$ cat src/rtl/tcs_pkg.sv
// Constants for the transceiver control and status block.
// Assumes a 40 MHz system clock; times are kept in their own units.
package tcs_pkg;

  localparam int unsigned CLK_HZ        = 40_000_000;

  // Documented limits
  localparam int unsigned T_RESET_US    = 10;
  localparam int unsigned T_INIT_MS     = 300;
  localparam int unsigned T_SERIAL_MS   = 300;
  localparam int unsigned T_DATA_MS     = 1000;

  // Least hold time rounds up; longest times round down
  localparam logic [8:0]  T_RESET_CYC   =
    9'((T_RESET_US * (CLK_HZ / 1000) + 999) / 1000);
  localparam logic [25:0] T_INIT_CYC    = 26'(T_INIT_MS * (CLK_HZ / 1000));
  localparam logic [25:0] T_SERIAL_CYC  = 26'(T_SERIAL_MS * (CLK_HZ / 1000));
  localparam logic [25:0] T_DATA_CYC    = 26'(T_DATA_MS * (CLK_HZ / 1000));

  // Two-wire device addresses (7-bit) and the status/control byte
  localparam logic [6:0]  ID_ADDR       = 7'h50;
  localparam logic [6:0]  DIAG_ADDR     = 7'h51;
  localparam logic [7:0]  DIAG_CTRL_STATUS_OFFSET = 8'h6E;
  localparam logic [7:0]  DIAG_CTRL_STATUS_RESET  = 8'h01;

  // Field positions within the status/control byte
  localparam int unsigned HW_DISABLE_BIT   = 7;
  localparam int unsigned SOFT_DISABLE_BIT = 6;
  localparam int unsigned FAULT_BIT        = 2;
  localparam int unsigned LOST_BIT         = 1;
  localparam int unsigned NOT_READY_BIT    = 0;

  localparam logic [3:0]  BITS_PER_BYTE = 4'h8;

  typedef enum logic [2:0] {
    TCS_IDLE    = 3'h0,
    TCS_ADDR    = 3'h1,
    TCS_ADDR_AK = 3'h3,
    TCS_WR      = 3'h2,
    TCS_WR_AK   = 3'h6,
    TCS_RD      = 3'h7,
    TCS_RD_AK   = 3'h5
  } tcs_bus_e;

endpackage : tcs_pkg

$ cat src/rtl/tcs_top.sv
// Transceiver control/status logic with two-wire serial register access.
// Assumes the pins and the serial bus are asynchronous to i_clk; SDA is
// open drain and resolved outside.
`timescale 1ns/1ps
module tcs_top #(
  parameter logic [25:0] P_INIT_CYC   = tcs_pkg::T_INIT_CYC,
  parameter logic [25:0] P_SERIAL_CYC = tcs_pkg::T_SERIAL_CYC,
  parameter logic [25:0] P_DATA_CYC   = tcs_pkg::T_DATA_CYC
) (
  input  wire logic i_clk,
  input  wire logic i_rst_b,
  input  wire logic i_tx_disable,
  input  wire logic i_laser_fault,
  input  wire logic i_signal_present,
  input  wire logic i_scl,
  input  wire logic i_sda,
  output logic      o_sda_out,
  output logic      o_sda_oe,
  output logic      o_laser_on,
  output logic      o_tx_fault,
  output logic      o_receive_signal_lost
);

  typedef struct packed {
    logic              scl_m;
    logic              scl_s;
    logic              scl_q;
    logic              sda_m;
    logic              sda_s;
    logic              sda_q;
    logic              dis_m;
    logic              dis_s;
    logic              dis_q;
    logic              flt_m;
    logic              flt_s;
    logic              sig_m;
    logic              sig_s;
    logic [25:0]       pu_cnt;
    logic              init_done;
    logic              bus_ready;
    logic              data_ready;
    logic [8:0]        rst_cnt;
    logic              fault;
    logic              soft_dis;
    logic              laser_on;
    logic              lost;
    tcs_pkg::tcs_bus_e st;
    logic [3:0]        cnt;
    logic [7:0]        shreg;
    logic [7:0]        ptr;
    logic              dev_diag;
    logic              rw;
    logic              first;
    logic              nack;
    logic              pend;
    logic              pend_val;
    logic              sda_drive;
    logic              sda_out;
  } tcs_state_s;

  localparam tcs_state_s RESET_STATE = '{
    scl_m: 1'b1, scl_s: 1'b1, scl_q: 1'b1,
    sda_m: 1'b1, sda_s: 1'b1, sda_q: 1'b1,
    dis_m: 1'b1, dis_s: 1'b1, dis_q: 1'b1,
    flt_m: 1'b0, flt_s: 1'b0,
    sig_m: 1'b0, sig_s: 1'b0,
    pu_cnt: 26'h0000000,
    init_done: 1'b0, bus_ready: 1'b0, data_ready: 1'b0,
    rst_cnt: 9'h000,
    fault: 1'b0,
    soft_dis: tcs_pkg::DIAG_CTRL_STATUS_RESET[tcs_pkg::SOFT_DISABLE_BIT],
    laser_on: 1'b0,
    lost: 1'b1,
    st: tcs_pkg::TCS_IDLE,
    cnt: 4'h0,
    shreg: 8'h00,
    ptr: 8'h00,
    dev_diag: 1'b0, rw: 1'b0, first: 1'b0, nack: 1'b0,
    pend: 1'b0, pend_val: 1'b0,
    sda_drive: 1'b0, sda_out: 1'b0
  };

  tcs_state_s s;
  tcs_state_s next_s;

  logic       scl_rise;
  logic       scl_fall;
  logic       bus_start;
  logic       bus_stop;
  logic       addr_hit;
  logic [7:0] status_byte;
  logic [7:0] rd_byte;

  assign scl_rise  = s.scl_s & ~s.scl_q;
  assign scl_fall  = ~s.scl_s & s.scl_q;
  assign bus_start = s.scl_s & s.scl_q & s.sda_q & ~s.sda_s;
  assign bus_stop  = s.scl_s & s.scl_q & ~s.sda_q & s.sda_s;

  // Only the two module addresses answer, and only once the bus is ready
  assign addr_hit = s.bus_ready &&
                    (s.shreg[7:1] == tcs_pkg::ID_ADDR ||
                     s.shreg[7:1] == tcs_pkg::DIAG_ADDR);

  always_comb begin
    status_byte = 8'h00;
    status_byte[tcs_pkg::HW_DISABLE_BIT]   = s.dis_s;
    status_byte[tcs_pkg::SOFT_DISABLE_BIT] = s.soft_dis;
    status_byte[tcs_pkg::FAULT_BIT]        = s.fault;
    status_byte[tcs_pkg::LOST_BIT]         = s.lost;
    status_byte[tcs_pkg::NOT_READY_BIT]    = ~s.data_ready;
  end

  // Identification page content is not held here and reads as zero
  assign rd_byte = (s.dev_diag && s.ptr == tcs_pkg::DIAG_CTRL_STATUS_OFFSET)
                   ? status_byte : 8'h00;

  always_comb begin
    next_s = s;

    // Two-flop synchronisers, then edge history
    next_s.scl_m = i_scl;
    next_s.scl_s = s.scl_m;
    next_s.scl_q = s.scl_s;
    next_s.sda_m = i_sda;
    next_s.sda_s = s.sda_m;
    next_s.sda_q = s.sda_s;
    next_s.dis_m = i_tx_disable;
    next_s.dis_s = s.dis_m;
    next_s.dis_q = s.dis_s;
    next_s.flt_m = i_laser_fault;
    next_s.flt_s = s.flt_m;
    next_s.sig_m = i_signal_present;
    next_s.sig_s = s.sig_m;

    // Power-up sequencing
    if (s.pu_cnt != 26'h3FFFFFF) begin
      next_s.pu_cnt = s.pu_cnt + 26'h0000001;
    end
    if (s.pu_cnt >= P_INIT_CYC) begin
      next_s.init_done = 1'b1;
    end
    if (s.pu_cnt >= P_SERIAL_CYC) begin
      next_s.bus_ready = 1'b1;
    end
    if (s.pu_cnt >= P_DATA_CYC) begin
      next_s.data_ready = 1'b1;
    end

    // Hold time of transmit-off, needed to reset a latched fault
    if (s.dis_s) begin
      if (s.rst_cnt != tcs_pkg::T_RESET_CYC) begin
        next_s.rst_cnt = s.rst_cnt + 9'h001;
      end
    end else begin
      next_s.rst_cnt = 9'h000;
    end

    // Fault latch: clear on release after a long enough hold; set wins
    if (s.dis_q && !s.dis_s && s.rst_cnt == tcs_pkg::T_RESET_CYC) begin
      next_s.fault = 1'b0;
    end
    if (s.flt_s && !s.dis_s && s.init_done) begin
      next_s.fault = 1'b1;
    end

    // Laser drive follows both disables and the fault latch
    next_s.laser_on = s.init_done & ~s.dis_s
                      & ~s.soft_dis & ~s.fault;
    next_s.lost = ~s.sig_s;

    // Two-wire slave
    if (bus_start) begin
      next_s.st        = tcs_pkg::TCS_ADDR;
      next_s.cnt       = 4'h0;
      next_s.sda_drive = 1'b0;
    end else if (bus_stop) begin
      next_s.st        = tcs_pkg::TCS_IDLE;
      next_s.sda_drive = 1'b0;
      if (s.pend) begin
        next_s.soft_dis = s.pend_val;
        next_s.pend     = 1'b0;
      end
    end else begin
      unique case (s.st)
        tcs_pkg::TCS_IDLE: begin
          next_s.sda_drive = 1'b0;
        end
        tcs_pkg::TCS_ADDR: begin
          if (scl_rise) begin
            next_s.shreg = {s.shreg[6:0], s.sda_s};
            next_s.cnt   = s.cnt + 4'h1;
          end else if (scl_fall && s.cnt == tcs_pkg::BITS_PER_BYTE) begin
            if (addr_hit) begin
              next_s.st        = tcs_pkg::TCS_ADDR_AK;
              next_s.sda_drive = 1'b1;
              next_s.dev_diag  = (s.shreg[7:1] == tcs_pkg::DIAG_ADDR);
              next_s.rw        = s.shreg[0];
            end else begin
              next_s.st = tcs_pkg::TCS_IDLE;
            end
          end
        end
        tcs_pkg::TCS_ADDR_AK: begin
          if (scl_fall) begin
            next_s.cnt = 4'h0;
            if (s.rw) begin
              next_s.st        = tcs_pkg::TCS_RD;
              next_s.shreg     = rd_byte;
              next_s.sda_drive = ~rd_byte[7];
            end else begin
              next_s.st        = tcs_pkg::TCS_WR;
              next_s.first     = 1'b1;
              next_s.sda_drive = 1'b0;
            end
          end
        end
        tcs_pkg::TCS_WR: begin
          if (scl_rise) begin
            next_s.shreg = {s.shreg[6:0], s.sda_s};
            next_s.cnt   = s.cnt + 4'h1;
          end else if (scl_fall && s.cnt == tcs_pkg::BITS_PER_BYTE) begin
            next_s.st        = tcs_pkg::TCS_WR_AK;
            next_s.sda_drive = 1'b1;
            if (s.first) begin
              next_s.ptr   = s.shreg;
              next_s.first = 1'b0;
            end else begin
              if (s.dev_diag &&
                  s.ptr == tcs_pkg::DIAG_CTRL_STATUS_OFFSET) begin
                next_s.pend     = 1'b1;
                next_s.pend_val = s.shreg[tcs_pkg::SOFT_DISABLE_BIT];
              end
              next_s.ptr = s.ptr + 8'h01;
            end
          end
        end
        tcs_pkg::TCS_WR_AK: begin
          if (scl_fall) begin
            next_s.st        = tcs_pkg::TCS_WR;
            next_s.cnt       = 4'h0;
            next_s.sda_drive = 1'b0;
          end
        end
        tcs_pkg::TCS_RD: begin
          if (scl_rise) begin
            next_s.cnt = s.cnt + 4'h1;
          end else if (scl_fall) begin
            if (s.cnt == tcs_pkg::BITS_PER_BYTE) begin
              next_s.st        = tcs_pkg::TCS_RD_AK;
              next_s.sda_drive = 1'b0;
              next_s.ptr       = s.ptr + 8'h01;
            end else begin
              next_s.shreg     = {s.shreg[6:0], 1'b0};
              next_s.sda_drive = ~s.shreg[6];
            end
          end
        end
        tcs_pkg::TCS_RD_AK: begin
          if (scl_rise) begin
            next_s.nack = s.sda_s;
          end else if (scl_fall) begin
            if (s.nack) begin
              next_s.st = tcs_pkg::TCS_IDLE;
            end else begin
              next_s.st        = tcs_pkg::TCS_RD;
              next_s.cnt       = 4'h0;
              next_s.shreg     = rd_byte;
              next_s.sda_drive = ~rd_byte[7];
            end
          end
        end
        default: begin
          next_s.st        = tcs_pkg::TCS_IDLE;
          next_s.sda_drive = 1'b0;
        end
      endcase
    end
  end

  always_ff @(posedge i_clk or negedge i_rst_b) begin
    if (!i_rst_b) begin
      s <= RESET_STATE;
    end else begin
      s <= next_s;
    end
  end

  assign o_sda_out             = s.sda_out;
  assign o_sda_oe              = s.sda_drive;
  assign o_laser_on            = s.laser_on;
  assign o_tx_fault            = s.fault;
  assign o_receive_signal_lost = s.lost;

endmodule : tcs_top

$ cat config.mk
export PLATFORM = sky130hd
export DESIGN_NAME = tcs_top
export DESIGN_NICKNAME = d
export VERILOG_FILES = /design/src/rtl/tcs_pkg.sv /design/src/rtl/tcs_top.sv
export SDC_FILE = /design/constraint.sdc
export NUM_CORES = 1
export LEC_CHECK = 0
export BUFFER_PORTS_ARGS = -buffer_cell sky130_fd_sc_hd__buf_4
export CORE_MARGIN = 5
export CORE_UTILIZATION = 41
export CTS_CLUSTER_DIAMETER = 60
export DETAILED_ROUTE_END_ITERATION = 8
export PLACE_DENSITY_LB_ADDON = 0.25
export SLEW_MARGIN = 30
export SYNTH_ARGS = -nofsm -noshare
export SYNTH_HDL_FRONTEND = slang
export SYNTH_SLANG_ARGS = --single-unit
$ cat constraint.sdc
create_clock -name i_clk -period 2.07 [get_ports i_clk]
set_clock_uncertainty 0.05 [all_clocks]
set_input_delay 0.1035 -clock i_clk [delete_from_list [all_inputs] [get_ports i_clk]]
set_output_delay 0.1035 -clock i_clk [all_outputs]
set_load 0.005 [all_outputs]
-- Word level (Yosys, flattened, before mapping)
Index checks and enable logic that the tools add are counted.
W data, S select, Z words.
- register bits: 84
- bits of input ports: 7
- output and inout port bits: 5
- add/subtract/negate cells: 4
- order comparisons: 2
- equal/unequal tests: 51
- multiplexer cells: 69
- bitwise operators: 25
- reduce and logical (&&, ||, !) cells: 30
- operators with widths (operator ; count):
    $mux W8 ; 7
    $ne A4 B4 Y1 const B ; 13
    $mux W15 ; 3
    $mux W3 ; 12
    $reduce_and A12 Y1 ; 3
    $mux W16 ; 2
    $pmux W8 S4 ; 1
    $add A26 B1 Y26 const B ; 1
    $ge A26 B24 Y1 const B ; 1
    $ge A26 B26 Y1 const B ; 1
    $ne A2 B2 Y1 const B ; 13
    $ne A26 B26 Y1 const B ; 1
    $mux W12 ; 2
    $mux W24 ; 1
    $mux W1 ; 23
    $ne A3 B3 Y1 const B ; 7
    $pmux W3 S7 ; 1
    $pmux W4 S5 ; 1
    $mux W9 ; 2
    $mux W2 ; 8
    $pmux W8 S2 ; 1
    $not A1 Y1 ; 15
    $eq A7 B7 Y1 const B ; 2
    $mux W7 ; 2
    other kinds (30) ; 58

-- Depth between registers and ports, before layout
- depth after elaboration: 10
- gate-level depth with buffers: 8
- mapped depth without buffers: 8

-- Worst setup path after synthesis
No wires, ideal clock.
- kind: register -> register
- start: reg s[12] (netlist bit)
- end: reg s[2] (netlist bit)
- setup time: 0.128 ns
- arrival time: 1.646 ns
- path slack: 0.246 ns
- cell stages (with the launch flop): 5
- clock period less this slack: 1.824 ns
- cells stage by stage: dfrtp_1 > or4b_4 > nor2_4 > nor4b_4 > mux2_1
- cells in the longest elaborated chain, start to end: 3
- RTL lines (element ; RTL line ; text):
    start: declaration ; tcs_top.sv:83 ; tcs_state_s s;
    start signal: assignment ; tcs_top.sv:284 ; s <= next_s;
    $eq A8 B7 Y1 ; tcs_top.sv:229 ; s.ptr == tcs_pkg::DIAG_CTRL_STATUS_OFFSET) begin
    $logic_and A1 B1 Y1 ; tcs_top.sv:228 ; if (s.dev_diag &&
    $reduce_and A7 Y1 (no line) ; n/a ;
No other way between the ends.
A chain may end at the register's enable or synchronous reset.

-- Worst setup path in the final report
Same ends and word-level chain as after synthesis.

==> metrics <==
async set or reset register ratio after synthesis=1.00; Initial DRC Count=165; total CTS buffers=9; TritonCTS clock tree=yes; root buffer cell=clkbuf_8; vias per cell=between 5 and 6; Die Footprint=~13000 um^2; count of state elements after synthesis=84; WS Path Type=reg2reg; Post-synth top flop=dfrtp_1; slowest stage delay, CP=0.58 ns; Total Wirelength=8880 um; crit end category=register; synthesis-to-layout area growth=14.5%; # diodes=0; GRT Residual Overflow=0; Reg area=2120 um^2; Mean Syn Cell Area=roughly 9.8 um^2; setup TNS=0 ns; Area contributors post-synth=dfrtp_1, dfstp_2, nand2_1; Mapped Cells=about 450; CP cell instances=or4b_4 -> nor2_4 -> nor4b_4 -> mux2_1; Post-synth top cells=dfrtp_1, nand2_1, nor2_1, o21ai_0; Non-Filler Instances=623; Required @ worst endpoint=2.26 ns; Core Rows=37; peak supply drop=0.332 mV; Max clock buf depth=2; # nets final=497; Synth cell types=67; Crit-path slowest cell=or4b_4; clock-pin slew on the worst setup and hold paths=0.09 ns; Worst EP arrival=2.15 ns; Synth Net Count=462; Fillers=990; die height=113 um; HP Class=in2async; IO Pins=12; width of the die=around 110 um; Seq/Total Area, Yosys=0.482; post-route minimum period=1.96 ns; Yosys top cell area share=0.422; Placeable Area=10400 um^2; Ys Warns=0; placer congestion estimate=0.824; status=finished clean; initial antenna violation count=0; Fin. Hold Viols=0; htree depth=3; first-pass GRT wire length=between 15000 and 20000 um; hpwl dp=6370 um; fin crit share=0.945; clock sinks=84; drc violations=0; GRT Total Usage=0.145; final slew viol count=0; drt pass-1 iters=4; Placed Cells=around 600; Static Leak=~2.2 nW; number of max-capacitance violations reported=0; wire per inst=around 14 um; Vias=3304; largest net degree at the start of global routing=61; input/output buffers=10; Skew-Pair Late Insertion Delay=roughly 0.37 ns; Worst R2R Path Depth=4; RSZ-0062 raised after global routing=false; Post-synth EDFFs=0; share of cells above drive strength 1=0.187; fmax=511 MHz; most common cell in the netlist=dfrtp_1; area of the multi-input gates=between 2000 and 2500 um^2; Synth area leader=dfrtp_1; Post-CTS Setup Repair Bufs=0; Starting Density=0.423; Final setup viols=0; power per standard cell area=670 nW/um^2; CP max FO=6; vias in the first global route=3216; final antenna-violating net count=0; startpoint type of the worst setup path=register; Synth Cell Area=4390 um^2
worst max-delay path: cells and delay by family, from the launching register on:
family	cells	cell delay, ns
simple gates	3	1.01
flops	1	0.43
mux	1	0.35
layout by cell type, fill, tap and decap left out, types with 3 or more instances in the layout:
| cell type | count |
|---|---|
| ha_1 | 8 |
| nor4b_1 | 3 |
| mux2i_1 | 5 |
| dfstp_2 | 10 |
| nand4_2 | 3 |
| o22ai_1 | 4 |
| nor2_1 | 35 |
| inv_1 | 21 |
| and2_1 | 4 |
| dlygate4sd3_1 | 6 |
| nand3_1 | 25 |
| xor2_1 | 10 |
| clkbuf_8 | 9 |
| mux2_2 | 12 |
| nand2_2 | 4 |
| nor2b_1 | 5 |
| nand2_1 | 51 |
| xnor2_1 | 18 |
| nor3_1 | 9 |
| o21ai_0 | 29 |
| a21oi_1 | 25 |
| buf_4 | 28 |
| and3_1 | 6 |
| nand4_1 | 7 |
| nand2b_1 | 11 |
| nor3_2 | 3 |
| o21a_1 | 3 |
| dfrtp_1 | 72 |
layout make-up:
| class | instances | area share |
|---|---|---|
| Timing Repair Buffer | 35 | 0.0578 |
| Multi-Input combinational cell | 331 | 0.426 |
| Sequential cell | 84 | 0.421 |
| Clock buffer | 9 | 0.0247 |
| Clock inverter | 7 | 0.0212 |
| Tap cell | 136 | 0.0339 |
| Inverter | 21 | 0.0157 |
logic make-up (layout without fill, tap and decap cells):
family | count (synthesis) | count (layout) | share of synthesized area
xor+xnor | 28 | 28 | 0.0559
mux | 18 | 18 | 0.0448
compound gates | 89 | 89 | 0.126
other cells | 1 | 1 | 0.000854
simple gates | 187 | 187 | 0.235
flops | 84 | 84 | 0.482
buf+inv | 32 | 72 | 0.0328
fa+ha+maj | 8 | 8 | 0.0228
sequential cells by signal, indices dropped and copies added (netlist names):
register / flops
next_s: 8
s: 72
o_tx_fault: 1
o_laser_on: 1
o_receive_signal_lost: 1
o_sda_oe: 1
stage by stage:
stage | instance area [um^2] | setup WS [ns] | hold WS, ns | total power [mW] | utilization
2_1_floorplan | 4390 | 0.246 | -0.242 | 1.91 | -
3_3_place_gp | 4720 | 0.134 | -0.0140 | 2.02 | 0.456
3_5_place_dp | 4720 | 0.0853 | -0.00921 | 2.03 | 0.456
4_1_cts | 5010 | 0.0701 | 0.131 | 3.42 | 0.484
5_1_grt | 5020 | 0.0108 | 0.147 | 3.51 | 0.485
6_report | 5020 | 0.113 | 0.125 | 3.37 | 0.485
report_power, final:
group	leakage, nW	switching [mW]	total, mW	internal (mW)
clock network	0.116	0.661	1.36	0.701
registers	1.11	0.0427	1.73	1.68
logic	0.997	0.162	0.278	0.115
total	2.22	0.867	3.37	2.50
layer usage:
metal | track usage | vias to the layer above | part of all wire
met2 | 0.234 | 41 | 0.47
met5 | 0 | - | 0
li1 | - | 1647 | -
met4 | 0.0657 | 0 | 0.015
met1 | 0.193 | 1604 | 0.48
met3 | 0.0233 | 12 | 0.029
worst paths after layout:
kind	from	end	slack, ns
worst max-delay path	s[12]	s[2]	0.11
worst min-delay path	i_rst_b	s[37]	0.12
worst max register to register	s[12]	s[2]	0.11
worst min register to register	s[73]	o_receive_signal_lost	0.30
max in group asynchronous	i_rst_b	next_s[81]	1.17
min in group i_clk	s[73]	o_receive_signal_lost	0.30
what timing repair did:
action,4_1_cts,5_1_grt
resized for setup,0,4
hold buffers,6,0
endpoints found under the hold margin,80,0
setup endpoints to repair,0,15
Note: power is estimated with default switching activity, not from simulation.
